===== src/design/perf_evsel_defines.vh =====
// event numbers, mask bits and state codes for the event-select decoder
// assumes inclusion by bare name from the design files
`ifndef PERF_EVSEL_DEFINES_VH
`define PERF_EVSEL_DEFINES_VH

`define EV_L2_OWNERSHIP      8'h27
`define EV_L1_WRITEBACK      8'h28
`define EV_LAST_LEVEL        8'h2e
`define EV_UNHALTED          8'h3c
`define EV_L1_READS          8'h40
`define EV_L1_STORE_OWN      8'h41

`define MASK_LL_REFERENCE    8'h4f
`define MASK_LL_MISS         8'h41
`define MASK_THREAD_CYCLES   8'h00
`define MASK_REF_CYCLES      8'h01
`define MASK_STORE_SHARED    8'h02

// lock qualifiers live in the upper nibble
`define LOCK_NIBBLE_LSB      4
`define LOCK_NIBBLE_MSB      7

// line state codes carried with the lock, writeback, read and store events
`define ST_INVALID           2'h0
`define ST_SHARED            2'h1
`define ST_EXCLUSIVE         2'h2
`define ST_MODIFIED          2'h3

`endif


===== src/design/state_mask_match.v =====
// two-bit line state code qualified by a four-bit mask nibble
// assumes state code valid whenever the event pulse is high
`timescale 1ns/1ps
`include "perf_evsel_defines.vh"
module state_mask_match (
  event_valid,
  line_state,
  mask_nibble,
  hit
);
  input  wire       event_valid;
  input  wire [1:0] line_state;
  input  wire [3:0] mask_nibble;
  output wire       hit;

  // bit0 invalid, bit1 shared, bit2 exclusive, bit3 modified
  assign hit = event_valid & mask_nibble[line_state];
endmodule // state_mask_match


===== src/design/perf_event_select_decoder.v =====
// event-select decoder feeding one performance counter increment
// assumes event pulses are one cycle, synchronous to clk, one per event
//
// Operation
// - event 27h, mask S/E/M bits: count locked ownership hits in those states
// - event 27h, all four state bits: count every locked ownership request
// - event 28h counts first-level writebacks; mask bits 01h..08h pick I,S,E,M
// - event 28h with all four state bits counts every writeback once
// - event 2eh mask 4fh counts last-level references, prefetch fills excluded
// - event 2eh mask 41h counts last-level misses, prefetch fills excluded
// - thread cycle selection counts each clock while not halted
// - reference cycle selection counts at time-stamp rate while not halted
// - event 40h counts first-level reads; mask bits 01h..08h pick I,S,E,M
// - event 40h with all four state bits counts every read request
// - event 41h mask 02h counts store ownership requests to shared lines
// - event 27h lock qualifiers: 10h I, 20h S, 40h E, 80h M
`timescale 1ns/1ps
`include "perf_evsel_defines.vh"
module perf_event_select_decoder (
  clk,
  rst_n,
  event_select,
  unit_mask,
  lock_own_valid,
  lock_own_state,
  writeback_valid,
  writeback_state,
  ll_reference_valid,
  ll_miss_valid,
  ll_from_l2_prefetch,
  l1_read_valid,
  l1_read_state,
  store_own_valid,
  store_own_state,
  halt_instruction,
  wake_event,
  time_stamp_tick,
  count_inc,
  thread_halted
);
  input  wire       clk;
  input  wire       rst_n;
  input  wire [7:0] event_select;
  input  wire [7:0] unit_mask;
  input  wire       lock_own_valid;
  input  wire [1:0] lock_own_state;
  input  wire       writeback_valid;
  input  wire [1:0] writeback_state;
  input  wire       ll_reference_valid;
  input  wire       ll_miss_valid;
  input  wire       ll_from_l2_prefetch;
  input  wire       l1_read_valid;
  input  wire [1:0] l1_read_state;
  input  wire       store_own_valid;
  input  wire [1:0] store_own_state;
  input  wire       halt_instruction;
  input  wire       wake_event;
  input  wire       time_stamp_tick;
  output reg        count_inc;
  output reg        thread_halted;

  ////////////////////////////////////////////////////////////////////////
  // halt tracking
  reg halted_q;
  reg halted_d;

  always @* begin
    halted_d = halted_q;
    if (wake_event)
      halted_d = 1'b0;
    // halt wins: a halt and a wake together leave the thread halted
    if (halt_instruction)
      halted_d = 1'b1;
  end

  always @(posedge clk or negedge rst_n) begin
    if (!rst_n)
      halted_q <= 1'b0;
    else
      halted_q <= halted_d;
  end

  ////////////////////////////////////////////////////////////////////////
  // state-qualified sources
  wire lock_hit;
  wire wb_hit;
  wire rd_hit;

  state_mask_match u_lock (
    .event_valid (lock_own_valid),
    .line_state  (lock_own_state),
    .mask_nibble (unit_mask[`LOCK_NIBBLE_MSB:`LOCK_NIBBLE_LSB]),
    .hit         (lock_hit)
  );

  state_mask_match u_wb (
    .event_valid (writeback_valid),
    .line_state  (writeback_state),
    .mask_nibble (unit_mask[3:0]),
    .hit         (wb_hit)
  );

  state_mask_match u_rd (
    .event_valid (l1_read_valid),
    .line_state  (l1_read_state),
    .mask_nibble (unit_mask[3:0]),
    .hit         (rd_hit)
  );

  ////////////////////////////////////////////////////////////////////////
  // sizes; the ports keep the documented widths
  parameter EVENT_W = 8;
  parameter MASK_W  = 8;
  parameter STATE_W = 2;

  ////////////////////////////////////////////////////////////////////////
  // decode helpers
  // pure compares plus a prefetch gate; the event and mask compares are shared by several events

  // exact event compare
  function event_is;
    input [EVENT_W-1:0] sel;
    input [EVENT_W-1:0] code;
    begin
      event_is = (sel == code);
    end
  endfunction

  // exact mask compare; partial masks never match
  function mask_is;
    input [MASK_W-1:0] mask;
    input [MASK_W-1:0] code;
    begin
      mask_is = (mask == code);
    end
  endfunction

  // line state compare
  function state_is;
    input [STATE_W-1:0] state;
    input [STATE_W-1:0] code;
    begin
      state_is = (state == code);
    end
  endfunction

  // occurrence that is not a second-level prefetch fill
  function demand_only;
    input occurred;
    input from_prefetch;
    begin
      demand_only = occurred & ~from_prefetch;
    end
  endfunction

  ////////////////////////////////////////////////////////////////////////
  // event and mask matches, decoded once
  wire sel_lock;
  wire sel_wb;
  wire sel_ll;
  wire sel_cyc;
  wire sel_rd;
  wire sel_st;
  wire mask_ll_ref;
  wire mask_ll_miss;
  wire mask_thread;
  wire mask_ref;
  wire mask_st_shared;

  assign sel_lock       = event_is(event_select, `EV_L2_OWNERSHIP);
  assign sel_wb         = event_is(event_select, `EV_L1_WRITEBACK);
  assign sel_ll         = event_is(event_select, `EV_LAST_LEVEL);
  assign sel_cyc        = event_is(event_select, `EV_UNHALTED);
  assign sel_rd         = event_is(event_select, `EV_L1_READS);
  assign sel_st         = event_is(event_select, `EV_L1_STORE_OWN);

  // unlisted masks on these events are silently ignored
  assign mask_ll_ref    = mask_is(unit_mask, `MASK_LL_REFERENCE);
  assign mask_ll_miss   = mask_is(unit_mask, `MASK_LL_MISS);
  assign mask_thread    = mask_is(unit_mask, `MASK_THREAD_CYCLES);
  assign mask_ref       = mask_is(unit_mask, `MASK_REF_CYCLES);
  assign mask_st_shared = mask_is(unit_mask, `MASK_STORE_SHARED);

  ////////////////////////////////////////////////////////////////////////
  // per-event candidates; event codes differ, so at most one is high
  reg lock_cand;
  reg wb_cand;
  reg ll_cand;
  reg cyc_cand;
  reg rd_cand;
  reg st_cand;
  reg inc_d;

  // state qualifiers applied by the upper-nibble match
  always @* begin
    lock_cand = 1'b0;
    if (sel_lock) begin
      lock_cand = lock_hit;
    end else begin
      lock_cand = 1'b0;
    end
  end

  // any writeback state
  // state split done in the match instance
  always @* begin
    wb_cand = 1'b0;
    if (sel_wb) begin
      wb_cand = wb_hit;
    end else begin
      wb_cand = 1'b0;
    end
  end

  always @* begin
    ll_cand = 1'b0;
    if (sel_ll) begin
      // speculative traffic counts; only the prefetch fill is dropped
      if (mask_ll_ref)
        ll_cand = demand_only(ll_reference_valid, ll_from_l2_prefetch);
      else if (mask_ll_miss)
        ll_cand = demand_only(ll_miss_valid, ll_from_l2_prefetch);
      else
        ll_cand = 1'b0;
    end
  end

  // cycle counts see the registered halt, so the halt cycle still counts
  always @* begin
    cyc_cand = 1'b0;
    if (sel_cyc) begin
      if (mask_thread)
        cyc_cand = ~halted_q;
      else if (mask_ref)
        cyc_cand = ~halted_q & time_stamp_tick;
      else
        cyc_cand = 1'b0;
    end
  end

  // any read state
  // state split done in the match instance
  always @* begin
    rd_cand = 1'b0;
    if (sel_rd) begin
      rd_cand = rd_hit;
    end else begin
      rd_cand = 1'b0;
    end
  end

  // shared store ownership
  // other masks on this event give no increment
  always @* begin
    st_cand = 1'b0;
    if (sel_st && mask_st_shared) begin
      st_cand = store_own_valid & state_is(store_own_state, `ST_SHARED);
    end else begin
      st_cand = 1'b0;
    end
  end

  ////////////////////////////////////////////////////////////////////////
  // event selection

  always @* begin
    inc_d = lock_cand | wb_cand | ll_cand | cyc_cand | rd_cand | st_cand;
  end

  ////////////////////////////////////////////////////////////////////////
  // registered outputs: one cycle latency traded for flop-driven pins

  // count_inc one cycle after the qualifying input
  always @(posedge clk or negedge rst_n) begin
    if (!rst_n) begin
      count_inc <= 1'b0;
    end else begin
      count_inc <= inc_d;
    end
  end

  // thread_halted mirrors the halt state register
  // reset leaves the thread running
  always @(posedge clk or negedge rst_n) begin
    if (!rst_n) begin
      thread_halted <= 1'b0;
    end else begin
      thread_halted <= halted_d;
    end
  end
endmodule // perf_event_select_decoder


===== config.mk =====
export PLATFORM = sky130hd
export DESIGN_NAME = perf_event_select_decoder
export DESIGN_NICKNAME = d
export VERILOG_FILES = /design/src/design/state_mask_match.v /design/src/design/perf_event_select_decoder.v
export VERILOG_INCLUDE_DIRS = /design/src /design/src/design
export SDC_FILE = /design/constraint.sdc
export NUM_CORES = 1
export LEC_CHECK = 0
export ABC_AREA = 1
export BUFFER_PORTS_ARGS = -buffer_cell sky130_fd_sc_hd__buf_2
export CAP_MARGIN = 20
export CORE_AREA = 2 2 39 41
export DETAILED_ROUTE_END_ITERATION = 8
export DIE_AREA = 0 0 41 43
export GPL_TIMING_DRIVEN = 0
export PLACE_DENSITY = 0.78
export SLEW_MARGIN = 40
export SYNTH_ARGS = -nofsm -noshare
export SYNTH_HDL_FRONTEND = slang
export SYNTH_HIERARCHICAL = 1
export SYNTH_SLANG_ARGS = --single-unit

===== constraint.sdc =====
create_clock -name clk -period 1.15 [get_ports clk]
set_input_delay 0.115 -clock clk [delete_from_list [all_inputs] [get_ports clk]]
set_output_delay 0.115 -clock clk [all_outputs]
set_load 0.02 [all_outputs]

==> results.md <==
* Final ANT Viol Nets at 0
* Routed len/inst at 7.95 µm
* Nets@finish at 188
* Starting density of the core at 35.5%
* PortBufs at 37
* Post-Synthesis Cells at between 100 and 150
* Final min period at 0.906 ns
* Critical Path RT at about 1.3 ns
* Number of global-route vias before repair at between 600 and 700
* Ys Warns at 6
* Final Cell Area at 729 µm²
* Hold Buf Count CTS at 1
* Status: complete, no violations
* Via/cell ratio at 4.43
* Leakage at a little under 0.5 nW
* Switching share of power at 34.6%
* HPWL Detailed at about 1.1 mm
* Sequential share of the synthesized area at 10.2%
* Detailed-router iteration count before antenna repair at 4
* CP endpoint kind: flop
* H-tree depth at 1
* Power per cell area at 564 nW/µm²
* Flop pwr share at 18.1%
* Setup TNS at 0 ns
* Arrival @ worst endpoint at 1.08 ns
* Max Slew Vio Count at 0
* Post-synth net total at 145
* Total track usage at 16.8%
* Die span in x at 41 µm
* Total power at 0.412 mW
* Max Cap Viol at 0
* Grt total ovfl at 0
* Final Cycle Share at between 70% and 80%
* Post-CTS Setup Bufs at 0
* Iter 0 DRT Violations at 17
* Fin. Hold Viols at 0
* Clock Skew at roughly 0.0094 ns
* NetSw at 0.143 mW
* Routability cong. at 0.802
* RSZ-0062 raised after global routing: false
* Fmax at 1100 MHz
* Clk pwr share at 40.8%
* Largest net degree at the start of global routing at 6
* Crit Path Class: flop to flop
* Combinational Power Share at between 40% and 50%
* Num Clock Sinks at 2
* Root Buffer: clkbuf_4
* First-pass GRT wire length at 2.13 mm
* Post-layout util at about 53%
* Clock Path Buffers at 2
* Element type at the critical path start: flop
* Synth unique cells at 15
* Final WS setup at 0.244 ns
* Die height at approximately 43 µm
* Synth Register Bits at 2
* Ports at 38
* Remaining DRCs at 0
* Post-place setup slack at approximately 0.13 ns
* Row Count at 14
* Int Power at around 0.27 mW
* Syn avg cell area at 4.51 µm²
* Worst-margin pin slew at 0.173 ns
* Initial antenna violation count at 0
* Area of the die at 1760 µm²
* Cts bufs inserted at 3
* CTS tree: built
* Cell area after placement at 697 µm²
* Clock latency on the worst-skew pair at around 0.23 ns
* Core area at 1380 µm²
* Setup violators final at 0
* Max_slew headroom at 88.4%
* Area grow syn2layout at 48.3%
* Hold Path Class: input port to flop
* Vias at between 700 and 800
* Cell area after synthesis at about 490 µm²
* Share of layout cells above drive strength 1 at 28.0%
* Crit path max fanout at 2
* Post_cts resized at 0
* Final WL at 1.32 mm
* Reg clk slew, reported paths at 0.04 ns
* N_diodes at 0
* Max VDD drop at 0.302 mV
==> layout make-up <==
class	instances	area, µm²
fillers	156	654
multi-input cells	74	318
repair buffers	38	195
inverters	33	124
flip-flops and latches	2	50.0
clock buffers	3	22.5
well taps	16	20.0
==> cell families (layout without fill, tap and decap cells) <==
logic type,after synthesis,in the layout,synth area share (%)
compound gates,6,6,7.12
buf+inv,33,74,25.2
flops,2,2,10.2
simple gates,68,68,57.5
==> flip-flops by register name, summed over array words and instances (netlist names) <==
name	flops
thread_halted	1
count_inc	1
==> per-stage QoR <==
step / instances / hold WS (ns)
6_report: 166 / 0.0684
3_5_place_dp: 162 / -0.0999
3_3_place_gp: 162 / -0.101
2_1_floorplan: 109 / -0.181
4_1_cts: 166 / 0.0716
5_1_grt: 166 / 0.0894
==> cell usage in the layout (no fill, tap or decap) <==
cell           instances
o21ai_0                1
clkbuf_4               3
clkinv_1               1
dfrtp_1                2
buf_2                 37
nand3_1               12
nor2_1                20
inv_2                  1
nor2_2                 1
inv_1                 31
o21bai_1               1
a21oi_1                3
nand3b_1               1
nor3_1                 3
dlygate4sd3_1          1
o211ai_1               1
nand2_1               30
nand4_1                1
==> power groups by stage <==
stage	clock network (mW)	registers, mW	logic (mW)
floorplan	0	0.0785	0.0720
global placement	0	0.0751	0.162
detailed placement	0	0.0753	0.166
CTS	0.167	0.0744	0.170
global route	0.169	0.0749	0.195
finish	0.168	0.0744	0.169
==> Yosys cell counts <==
cell type,count,area share [%]
a21oi_1,3,3.1
clkinv_1,1,0.76
dfrtp_1,2,10
inv_1,31,24
inv_2,1,0.76
nand2_1,30,23
nand3_1,12,12
nand3b_1,1,1.5
nand4_1,1,1.3
nor2_1,20,15
nor2_2,1,1.3
nor3_1,3,3.1
o211ai_1,1,1.5
o21ai_0,1,1.0
o21bai_1,1,1.5
==> per-layer routing <==
metal  part of all wire [%]  wire, µm  GRT usage (%)
met1                     41       539           20.9
met2                     51       679           29.1
met3                    6.4        85              0
met4                    1.1        15           6.00
met5                      0         0              0
==> critical path, cell delays in order (launching register included) <==
cell,delay (ns)
dfrtp_1,0.36
inv_1,0.07
nand2_1,0.05
nor2_1,0.09
nand3b_1,0.08
nor2_1,0.09
nor2_1,0.05
nand2_1,0.07
==> final timing paths <==
kind	to	slack, ns	from	depth (start not counted)
max in group asynchronous	thread_halted	0.83	rst_n	2
setup / recovery	count_inc	0.24	thread_halted	7
min in group asynchronous	count_inc	0.22	rst_n	2
setup reg to reg	count_inc	0.24	thread_halted	7
hold / removal	thread_halted	0.07	wake_event	2
hold reg to reg	thread_halted	0.53	thread_halted	2
Note: power is estimated with default switching activity, not from simulation.
